**src/bfsr_regs.svh**
```systemverilog
// Address codes, field positions, reset values and counts of the status bank
// Overview of operation
// - Overcurrent 9-12: bridge 12 high at bit 7, bridge 9 low at bit 0.
// - Overcurrent on a high-side switch of 9-12 latches and disables it.
// - Overcurrent on a low-side switch of 9-12 latches and disables it.
// - Every status bit reads zero, no fault, after reset.
// - Open load 1-4: bridge 4 high at bit 7, bridge 1 low at bit 0.
// - Open load 5-8: bridge 8 high at bit 7, bridge 5 low at bit 0.
// - High-side open load latches its bit, never disabling the switch.
// - Low-side open load latches its bit until a read clears it.
// - Codes: 11110 OC 9-12, 00001 open load 1-4, 10001 open load 5-8.
// - Bits of absent outputs are reserved and always read zero.
// - Global load error is the OR of all bits; it falls once all clear.
`ifndef BFSR_REGS_SVH
`define BFSR_REGS_SVH

// Register access port
`define BFSR_ADDR_W        5
`define BFSR_DATA_W        8
`define BFSR_ADDR_OC_9_12  5'h1e
`define BFSR_ADDR_OL_1_4   5'h01
`define BFSR_ADDR_OL_5_8   5'h11
`define BFSR_UNMAPPED_DATA 8'h00

// Reset values
`define BFSR_STATUS_RESET  8'h00
`define BFSR_FAULT_RESET   24'h00_0000
`define BFSR_EN_RESET      4'h0

// Bit of a pair: high side above low side
`define BFSR_HIGH_POS      1
`define BFSR_LOW_POS       0

// Layout of the packed fault input vector
`define BFSR_FAULT_W       24
`define BFSR_OC_HIGH_LSB   0
`define BFSR_OC_LOW_LSB    4
`define BFSR_OL_HIGH_LSB   8
`define BFSR_OL_LOW_LSB    16
`define BFSR_OC_FIRST      8
`define BFSR_PER_BYTE      4

// Pin input synchroniser depth
`define BFSR_SYNC_STAGES   3

`endif

```
**src/bfsr_pkg.sv**
```systemverilog
// Types shared by the fault status bank
`default_nettype none
package bfsr_pkg;

  // Register selected by a read address code
  typedef enum logic [1:0] {
    sel_none,
    sel_oc_9_12,
    sel_ol_1_4,
    sel_ol_5_8
  } bfsr_sel_t;

  typedef logic [7:0] bfsr_byte_t;

endpackage : bfsr_pkg
`default_nettype wire

```
**src/bfsr_status_byte.sv**
```systemverilog
// One read-to-clear status byte with set-over-clear priority
`timescale 1ns/1ns
`default_nettype none
`include "bfsr_regs.svh"
module bfsr_status_byte #(
  parameter logic [7:0] KEEP_MASK = 8'hff
) (
  // Clock, reset, enable
  input  wire logic       clk_in,
  input  wire logic       rst_in,
  input  wire logic       ce_in,
  // Fault events and read clear
  input  wire logic [7:0] set_in,
  input  wire logic       clear_in,
  // Latched bits
  output logic      [7:0] status_out
);

  logic [7:0] next_status;

  // Clear on read, but a fault in the same cycle keeps its bit
  always_comb begin
    next_status = status_out;
    if (ce_in) begin
      next_status = ((status_out & ~{8{clear_in}}) | set_in)
                    & KEEP_MASK;
    end
  end

  // Status register
  always_ff @(posedge clk_in or posedge rst_in) begin
    if (rst_in) begin
      status_out <= `BFSR_STATUS_RESET;
    end else begin
      status_out <= next_status;
    end
  end

  // A fault that meets the clearing read survives it
  set_wins_a : assert property (@(posedge clk_in)
    disable iff (rst_in)
    ce_in && clear_in && (|(set_in & KEEP_MASK))
    |=> (status_out & $past(set_in & KEEP_MASK)) ==
        $past(set_in & KEEP_MASK))
    else $error("fault lost against read clear");

  // Reserved bits never rise
  reserved_zero_a : assert property (@(posedge clk_in)
    disable iff (rst_in)
    (status_out & ~KEEP_MASK) == 8'h00)
    else $error("reserved status bit set");

endmodule : bfsr_status_byte
`default_nettype wire

```
**src/bfsr_fault_status.sv**
```systemverilog
// Fault status bank: overcurrent 9-12 and open load 1-8, read-to-clear
`timescale 1ns/1ns
`default_nettype none
`include "bfsr_regs.svh"
module bfsr_fault_status #(
  parameter logic [11:0] PRESENT_MASK = 12'hfff
) (
  // Clock, reset, enable
  input  wire logic       clk_in,
  input  wire logic       rst_in,
  input  wire logic       ce_in,
  // Register read port
  input  wire logic       rd_en_in,
  input  wire logic [4:0] rd_addr_in,
  output logic      [7:0] rd_data_out,
  output logic            rd_valid_out,
  output logic            rd_hit_out,
  // Overcurrent detectors, bridges 9-12 (bit 0 is bridge 9)
  input  wire logic [3:0] oc_high_in,
  input  wire logic [3:0] oc_low_in,
  // Open-load detectors, bridges 1-8 (bit 0 is bridge 1)
  input  wire logic [7:0] ol_high_in,
  input  wire logic [7:0] ol_low_in,
  // Switch on requests and gated enables, bridges 9-12
  input  wire logic [3:0] high_on_req_in,
  input  wire logic [3:0] low_on_req_in,
  output logic      [3:0] high_enable_out,
  output logic      [3:0] low_enable_out,
  // Global load error flag
  output logic            global_load_error_out
);

  // Address code decode, used by read data and read clear
  function automatic bfsr_pkg::bfsr_sel_t bfsr_decode(
    input logic [4:0] addr
  );
    bfsr_pkg::bfsr_sel_t sel;
    sel = bfsr_pkg::sel_none;
    case (addr)
      `BFSR_ADDR_OC_9_12: sel = bfsr_pkg::sel_oc_9_12;
      `BFSR_ADDR_OL_1_4:  sel = bfsr_pkg::sel_ol_1_4;
      `BFSR_ADDR_OL_5_8:  sel = bfsr_pkg::sel_ol_5_8;
      default:            sel = bfsr_pkg::sel_none;
    endcase
    return sel;
  endfunction : bfsr_decode

  // Raw detector pins packed into one vector
  logic [23:0] fault_raw;
  logic [23:0] sync_a;
  logic [23:0] sync_b;
  logic [23:0] sync_c;
  logic [23:0] fault_filt;
  logic [23:0] next_sync_a;
  logic [23:0] next_sync_b;
  logic [23:0] next_sync_c;
  logic [23:0] next_fault_filt;

  // Events per status byte and byte masks
  bfsr_pkg::bfsr_byte_t oc_set;
  bfsr_pkg::bfsr_byte_t ol14_set;
  bfsr_pkg::bfsr_byte_t ol58_set;
  bfsr_pkg::bfsr_byte_t oc_byte;
  bfsr_pkg::bfsr_byte_t ol14_byte;
  bfsr_pkg::bfsr_byte_t ol58_byte;
  logic [3:0]           oc_high_trip;
  logic [3:0]           oc_low_trip;
  logic [3:0]           oc_present;

  // Read strobes
  bfsr_pkg::bfsr_sel_t  rd_sel;
  logic                 clr_oc;
  logic                 clr_ol14;
  logic                 clr_ol58;

  // Next values of the output registers
  logic [7:0]           next_rd_data;
  logic                 next_rd_valid;
  logic                 next_rd_hit;
  logic [3:0]           next_high_en;
  logic [3:0]           next_low_en;
  logic                 next_global;

  localparam logic [7:0] OC_MASK = {
    {2{PRESENT_MASK[11]}}, {2{PRESENT_MASK[10]}},
    {2{PRESENT_MASK[9]}},  {2{PRESENT_MASK[8]}}
  };
  localparam logic [7:0] OL14_MASK = {
    {2{PRESENT_MASK[3]}}, {2{PRESENT_MASK[2]}},
    {2{PRESENT_MASK[1]}}, {2{PRESENT_MASK[0]}}
  };
  localparam logic [7:0] OL58_MASK = {
    {2{PRESENT_MASK[7]}}, {2{PRESENT_MASK[6]}},
    {2{PRESENT_MASK[5]}}, {2{PRESENT_MASK[4]}}
  };

  assign fault_raw  = {ol_low_in, ol_high_in, oc_low_in, oc_high_in};
  assign oc_present = PRESENT_MASK[11:8];

  // Three-stage pin sync; a level counts once stages two and three agree
  always_comb begin
    next_sync_a     = sync_a;
    next_sync_b     = sync_b;
    next_sync_c     = sync_c;
    next_fault_filt = fault_filt;
    if (ce_in) begin
      next_sync_a     = fault_raw;
      next_sync_b     = sync_a;
      next_sync_c     = sync_b;
      next_fault_filt = ((sync_b ~^ sync_c) & sync_c) |
                        ((sync_b ^ sync_c) & fault_filt);
    end
  end

  // Synchroniser and filter registers
  always_ff @(posedge clk_in or posedge rst_in) begin
    if (rst_in) begin
      sync_a     <= `BFSR_FAULT_RESET;
      sync_b     <= `BFSR_FAULT_RESET;
      sync_c     <= `BFSR_FAULT_RESET;
      fault_filt <= `BFSR_FAULT_RESET;
    end else begin
      sync_a     <= next_sync_a;
      sync_b     <= next_sync_b;
      sync_c     <= next_sync_c;
      fault_filt <= next_fault_filt;
    end
  end

  // Map each bridge's filtered faults onto its high/low bit pair
  for (genvar g = 0; g < `BFSR_PER_BYTE; g++) begin : g_pair
    assign oc_set[2*g+`BFSR_HIGH_POS] =
      fault_filt[`BFSR_OC_HIGH_LSB+g];
    assign oc_set[2*g+`BFSR_LOW_POS] =
      fault_filt[`BFSR_OC_LOW_LSB+g];
    assign ol14_set[2*g+`BFSR_HIGH_POS] =
      fault_filt[`BFSR_OL_HIGH_LSB+g];
    assign ol14_set[2*g+`BFSR_LOW_POS] =
      fault_filt[`BFSR_OL_LOW_LSB+g];
    assign ol58_set[2*g+`BFSR_HIGH_POS] =
      fault_filt[`BFSR_OL_HIGH_LSB+`BFSR_PER_BYTE+g];
    assign ol58_set[2*g+`BFSR_LOW_POS] =
      fault_filt[`BFSR_OL_LOW_LSB+`BFSR_PER_BYTE+g];
    // A switch trips on the latched bit or on a fault arriving now
    assign oc_high_trip[g] = oc_byte[2*g+`BFSR_HIGH_POS] |
                             oc_set[2*g+`BFSR_HIGH_POS];
    assign oc_low_trip[g]  = oc_byte[2*g+`BFSR_LOW_POS] |
                             oc_set[2*g+`BFSR_LOW_POS];
  end

  // Read address decode and clear strobes
  assign rd_sel   = bfsr_decode(rd_addr_in);
  assign clr_oc   = rd_en_in && (rd_sel == bfsr_pkg::sel_oc_9_12);
  assign clr_ol14 = rd_en_in && (rd_sel == bfsr_pkg::sel_ol_1_4);
  assign clr_ol58 = rd_en_in && (rd_sel == bfsr_pkg::sel_ol_5_8);

  // Overcurrent status, bridges 9-12
  bfsr_status_byte #(
    .KEEP_MASK (OC_MASK)
  ) u_oc_9_12 (
    .clk_in     (clk_in),
    .rst_in     (rst_in),
    .ce_in      (ce_in),
    .set_in     (oc_set),
    .clear_in   (clr_oc),
    .status_out (oc_byte)
  );

  // Open-load status, bridges 1-4
  bfsr_status_byte #(
    .KEEP_MASK (OL14_MASK)
  ) u_ol_1_4 (
    .clk_in     (clk_in),
    .rst_in     (rst_in),
    .ce_in      (ce_in),
    .set_in     (ol14_set),
    .clear_in   (clr_ol14),
    .status_out (ol14_byte)
  );

  // Open-load status, bridges 5-8
  bfsr_status_byte #(
    .KEEP_MASK (OL58_MASK)
  ) u_ol_5_8 (
    .clk_in     (clk_in),
    .rst_in     (rst_in),
    .ce_in      (ce_in),
    .set_in     (ol58_set),
    .clear_in   (clr_ol58),
    .status_out (ol58_byte)
  );

  // Read data, switch enables and global flag
  always_comb begin
    next_rd_data  = rd_data_out;
    next_rd_valid = 1'b0;
    next_rd_hit   = rd_hit_out;
    next_high_en  = high_enable_out;
    next_low_en   = low_enable_out;
    next_global   = global_load_error_out;
    if (!ce_in) begin
      next_rd_valid = rd_valid_out;
    end else begin
      if (rd_en_in) begin
        next_rd_valid = 1'b1;
        next_rd_hit   = (rd_sel != bfsr_pkg::sel_none);
        case (rd_sel)
          bfsr_pkg::sel_oc_9_12: next_rd_data = oc_byte;
          bfsr_pkg::sel_ol_1_4:  next_rd_data = ol14_byte;
          bfsr_pkg::sel_ol_5_8:  next_rd_data = ol58_byte;
          default:               next_rd_data = `BFSR_UNMAPPED_DATA;
        endcase
      end
      // Open load never gates an enable; only overcurrent does
      next_high_en = high_on_req_in & ~oc_high_trip & oc_present;
      next_low_en  = low_on_req_in & ~oc_low_trip & oc_present;
      next_global  = (|oc_byte) | (|ol14_byte) | (|ol58_byte);
    end
  end

  // Output registers
  always_ff @(posedge clk_in or posedge rst_in) begin
    if (rst_in) begin
      rd_data_out           <= `BFSR_STATUS_RESET;
      rd_valid_out          <= 1'b0;
      rd_hit_out            <= 1'b0;
      high_enable_out       <= `BFSR_EN_RESET;
      low_enable_out        <= `BFSR_EN_RESET;
      global_load_error_out <= 1'b0;
    end else begin
      rd_data_out           <= next_rd_data;
      rd_valid_out          <= next_rd_valid;
      rd_hit_out            <= next_rd_hit;
      high_enable_out       <= next_high_en;
      low_enable_out        <= next_low_en;
      global_load_error_out <= next_global;
    end
  end

  // Overcurrent read returns the byte as latched before the clear
  oc_layout_a : assert property (@(posedge clk_in)
    disable iff (rst_in)
    ce_in && rd_en_in && rd_addr_in == `BFSR_ADDR_OC_9_12
    |=> rd_valid_out && rd_hit_out && rd_data_out == $past(oc_byte))
    else $error("overcurrent read data wrong");

  // Any latched high-side overcurrent keeps its switch off
  high_oc_off_a : assert property (@(posedge clk_in)
    disable iff (rst_in)
    ce_in |=> (high_enable_out & $past({oc_byte[7], oc_byte[5],
      oc_byte[3], oc_byte[1]})) == 4'h0)
    else $error("high side on during overcurrent");

  // Bridge 9 low overcurrent event latches and turns the switch off
  low_oc_off_a : assert property (@(posedge clk_in)
    disable iff (rst_in)
    ce_in && fault_filt[`BFSR_OC_LOW_LSB] && PRESENT_MASK[8]
    |=> oc_byte[0] && !low_enable_out[0])
    else $error("bridge 9 low side not tripped");

  // Reset leaves every status byte clear
  reset_clear_a : assert property (@(posedge clk_in)
    rst_in |=> oc_byte == 8'h00 && ol14_byte == 8'h00 && ol58_byte == 8'h00)
    else $error("status not clear after reset");

  // Bridge 3 high open load lands in bit 5, high enable untouched
  ol_high_a : assert property (@(posedge clk_in) disable iff (rst_in)
    ce_in && fault_filt[`BFSR_OL_HIGH_LSB+2] && PRESENT_MASK[2]
    |=> ol14_byte[5] && high_enable_out == $past(high_on_req_in &
        ~oc_high_trip & oc_present))
    else $error("open load bit or enable wrong");

  // Bridge 7 low open load lands in bit 4 of the upper byte
  ol_low_a : assert property (@(posedge clk_in) disable iff (rst_in)
    ce_in && fault_filt[`BFSR_OL_LOW_LSB+6] && PRESENT_MASK[6]
    |=> ol58_byte[4])
    else $error("bridge 7 low open load not latched");

  // Bridge 8 high open load lands in the top bit
  ol58_top_a : assert property (@(posedge clk_in) disable iff (rst_in)
    ce_in && fault_filt[`BFSR_OL_HIGH_LSB+7] && PRESENT_MASK[7]
    |=> ol58_byte[7])
    else $error("bridge 8 high open load not latched");

  // Unmapped code reads zero and leaves the overcurrent byte uncleared
  unmapped_read_a : assert property (@(posedge clk_in)
    disable iff (rst_in)
    ce_in && rd_en_in && rd_sel == bfsr_pkg::sel_none
    |=> rd_data_out == 8'h00 && !rd_hit_out &&
        (oc_byte & $past(oc_byte)) == $past(oc_byte))
    else $error("unmapped read misbehaved");

  // Global flag follows the OR of all bytes one cycle later
  global_flag_a : assert property (@(posedge clk_in)
    disable iff (rst_in)
    ce_in |=> global_load_error_out ==
      $past((|oc_byte) | (|ol14_byte) | (|ol58_byte)))
    else $error("global load error flag wrong");

  // A read with no fault pending empties the byte
  read_clear_a : assert property (@(posedge clk_in)
    disable iff (rst_in)
    ce_in && clr_ol14 && ol14_set == 8'h00 |=> ol14_byte == 8'h00)
    else $error("read did not clear open-load byte");

  // Absent outputs never show a bit in the overcurrent or 1-4 bytes
  absent_zero_a : assert property (@(posedge clk_in)
    disable iff (rst_in)
    (oc_byte & ~OC_MASK) == 8'h00 && (ol14_byte & ~OL14_MASK) == 8'h00)
    else $error("absent output bit set");

  // Low clock enable freezes the outputs
  freeze_a : assert property (@(posedge clk_in) disable iff (rst_in)
    !ce_in |=> $stable(rd_data_out) && $stable(high_enable_out) &&
      $stable(global_load_error_out))
    else $error("state moved while clock enable low");

endmodule : bfsr_fault_status
`default_nettype wire

```
**config.mk**
```make
export PLATFORM = sky130hd
export DESIGN_NAME = bfsr_fault_status
export DESIGN_NICKNAME = d
export VERILOG_FILES = /design/src/bfsr_pkg.sv /design/src/bfsr_status_byte.sv /design/src/bfsr_fault_status.sv
export VERILOG_INCLUDE_DIRS = /design/src
export SDC_FILE = /design/constraint.sdc
export NUM_CORES = 1
export LEC_CHECK = 0
export ABC_AREA = 1
export BUFFER_PORTS_ARGS = -buffer_cell sky130_fd_sc_hd__buf_4
export CAP_MARGIN = 30
export CELL_PAD_IN_SITES_DETAIL_PLACEMENT = 2
export CELL_PAD_IN_SITES_GLOBAL_PLACEMENT = 2
export CORE_MARGIN = 4
export CORE_UTILIZATION = 34
export CTS_BUF_LIST = sky130_fd_sc_hd__clkbuf_8
export CTS_CLUSTER_SIZE = 12
export DETAILED_ROUTE_END_ITERATION = 16
export GPL_ROUTABILITY_DRIVEN = 0
export GPL_TIMING_DRIVEN = 0
export PLACE_DENSITY_LB_ADDON = 0.1
export SYNTH_ARGS = -nofsm -noshare
export SYNTH_HDL_FRONTEND = slang
export SYNTH_SLANG_ARGS = --single-unit
```
**constraint.sdc**
```tcl
create_clock -name clk_in -period 3.6 [get_ports clk_in]
set_input_delay 0 -clock clk_in [delete_from_list [all_inputs] [get_ports clk_in]]
set_output_delay 0 -clock clk_in [all_outputs]
set_load 0.1 [all_outputs]
```
==> results.json <==
{
  "syn_to_final_growth_pct": 28.01,
  "dpl_cell_area_um2": 6745,
  "final_area_um2": 7645,
  "rsz0062_at_grt": "false",
  "drt_iter0_drc": 202,
  "grt_max_degree": 38,
  "worst-path-stages": 7,
  "grt.met3_usage_pct": 3.278,
  "dr_total_vias": 4871,
  "ir_drop_mv": 0.2355,
  "ant_nets": 0,
  "row_count": 48,
  "rr_startpoint": "u_oc_9_12.status_out[5]",
  "yosys-top-cells-area": "dfrtp_1 58%, nand2_1 16%, o21ai_1 5.7%",
  "cts_root_buf": "clkbuf_8",
  "whs_path_depth": 5,
  "coreArea_um2": 17240,
  "synth_cell_types": 25,
  "antenna_found_initial": 0,
  "cts_setup_buffers": 0,
  "tightest_slew_ns": 0.8563,
  "cts_buffers": 17,
  "pin_count": 60,
  "hpwl_um": 12650,
  "synth_area_per_cell_um2": 9.131,
  "synth_top_area_share_pct": 58.24,
  "insertion_delay_ns": 0.45,
  "hold_viol": 0,
  "path_buf_inv": 4,
  "cts_tree": "done",
  "grt_first_pass_wirelength_um": 29680,
  "crit_slowest_cell": "dlygate4sd3_1",
  "hold_path_class": "in2reg",
  "cpMostUsedCell": "dlygate4sd3_1",
  "max_freq_mhz": 494.5,
  "htree_levels": 4,
  "synth_fp_nets": 719,
  "path_delay_family": "buffers and inverters",
  "start_kind": "primary input",
  "whs_endpoint": "rd_data_out[0]",
  "initial_utilization_pct": 34.65,
  "avgRoutedWirePerCell_um": 17.56,
  "gr-usage-all-layers_pct": 19.23,
  "cap_violations": 0,
  "crit_type": "in2reg",
  "yosysSeqAreaShare_pct": 58.24,
  "outcome": "complete, no violations",
  "drt-vias-per-instance": 4.813,
  "clock_sink_count": 139,
  "maxSlewViolCount": 0,
  "cp-end-kind": "flop",
  "arrival_ns": 2.40,
  "pre_cts_ws_ns": 2.425,
  "crit_path_max_fanout": 9,
  "io_buffers": 57,
  "ff2ff_path_depth": 4,
  "grt.overflow.total": 0,
  "fin_ws_ns": 1.578,
  "grt_pass1_vias": 5574,
  "drt_first_pass_iters": 4,
  "max-slew-margin-rel_pct": 42.80,
  "fin_crit_sh_pct": 56.18,
  "grt-busiest-layer": "met2",
  "total_power_mw": 4.138,
  "gr-usage-met1_pct": 24.30,
  "finalSetupViolations": 0,
  "cts_resized": 0,
  "yosysWarningCount": 0,
  "crit_chain": "dlygate4sd3_1 -> buf_4 -> nor2_4 -> dlygate4sd3_1 -> nand3_4 -> o211ai_1 -> dlygate4sd3_1",
  "final_cell_mix": "248 x nand2_1, 139 x dfrtp_1, 68 x o21ai_1",
  "drt_wl_total_um": 17780,
  "netlist.top_cell.by_area": "dfrtp_1",
  "p_leak_nw": 3.861,
  "path_clk_slew_ns": 0.08,
  "reg2reg_slack_ns": 2.19,
  "fin_skew_ns": 0.008969,
  "die_y_um": 140.5,
  "final_common_cell": "nand2_1",
  "powerDensity_nw_per_um2": 541.2,
  "die_width_um": 140.5,
  "diodes": 0,
  "clock_path_buffers": 2,
  "fin_nets": 839,
  "layout-drive-gt1-share_pct": 16.52,
  "dieArea_um2": 19750,
  "hp-start": "rd_addr_in[4]",
  "fin_crit_ns": 2.022,
  "ys_seq_elements": 139,
  "finalSetupTns_ns": 0,
  "met2_usage_pct": 34.17,
  "r2r-end": "high_enable_out[2]",
  "max_stage_delay_ns": 0.64,
  "required_ns": 3.98,
  "syn_area_um2": 5972,
  "synthCells": 654,
  "drc": 0
}
synth_stat cells:
| master | instances |
|---|---|
| nand2_1 | 248 |
| dfrtp_1 | 139 |
| o21ai_1 | 68 |
| inv_1 | 45 |
| nand3_1 | 25 |
| ha_1 | 24 |
| o21ai_0 | 20 |
| buf_2 | 18 |
| nand4_1 | 16 |
| nor2_1 | 15 |
| clkbuf_1 | 7 |
| o22ai_1 | 7 |
| buf_4 | 4 |
| inv_2 | 3 |
| buf_6 | 2 |
| nand2_4 | 2 |
| nor2_4 | 2 |
| nor2_8 | 2 |
| inv_4 | 1 |
| nand2_2 | 1 |
| nand3_4 | 1 |
| nand4_2 | 1 |
| nor3_1 | 1 |
| o211ai_1 | 1 |
| o31ai_1 | 1 |
per-layer routing:
metal	vias to the layer above	routed length [um]
li1	2346	-
met1	2457	7780
met2	55	9318
met3	13	496
met4	0	180
met5	-	0
logic make-up (layout without fill, tap and decap cells):
family	count (synthesis)	count (layout)	share of synthesized area, %
flip-flops	139	139	58.24
AND/OR/NAND/NOR	314	314	22.42
AO/OA/AOI/OAI	97	97	8.360
adder cells (fa/ha/maj)	24	24	5.028
buffers and inverters	80	213	5.950
flip-flops by register name, indices dropped and copies added, names as in the netlist:
| signal | flops |
|---|---|
| fault_filt | 24 |
| global_load_error_out | 1 |
| high_enable_out | 4 |
| low_enable_out | 4 |
| rd_data_out | 8 |
| rd_hit_out | 1 |
| rd_valid_out | 1 |
| sync_a | 24 |
| sync_b | 24 |
| sync_c | 24 |
| u_oc_9_12.status_out | 8 |
| u_ol_1_4.status_out | 8 |
| u_ol_5_8.status_out | 8 |
report_power, final:
| group | internal [mW] | switching, mW | leakage, nW | total [mW] |
|---|---|---|---|---|
| clock | 0.917 | 0.648 | 0.232 | 1.56 |
| combinational | 0.227 | 0.429 | 1.93 | 0.655 |
| sequential | 1.76 | 0.154 | 1.70 | 1.92 |
metrics by stage:
stage / cells / hold WS [ns] / util, %
global placement: 936 / 0.2017 / 38.78
floorplan: 654 / 0.1166 / -
detailed placement: 939 / 0.2073 / 39.13
finish: 1012 / 0.05397 / 44.35
CTS: 1012 / 0.02428 / 44.35
global route: 1012 / 0.06782 / 44.35
worst register-to-register path: stages (launching register included):
cell,delay [ns]
dfrtp_1,0.39
inv_1,0.08
nand2_1,0.09
o31ai_1,0.20
dlygate4sd3_1,0.59
worst max path at each step:
stage                        from            end  slack (ns)
floorplan                  rst_in  fault_filt[0]        1.86
global placement           rst_in      sync_a[4]        0.89
detailed placement         rst_in      sync_a[4]        2.43
CTS                 rd_addr_in[3]     rd_hit_out        1.65
global route        rd_addr_in[3]     rd_hit_out        1.53
finish              rd_addr_in[3]     rd_hit_out        1.58
cell type report:
type                    instances  area (um^2)
repair buffers                101        898.4
clock inverters                14        241.5
clock buffers                  18        247.7
plain buffers                  31        168.9
well taps                     225        281.5
inverters                      49        190.2
fillers                      1897         9592
flip-flops and latches        139         3478
multi-input cells             435         2138
repair_timing:
action / 4_1_cts / 5_1_grt
hold buffers: 41 / 0
hold endpoints to repair: 82 / 0
setup endpoints to repair: 0 / 0
(Power assumes the default switching activity.)
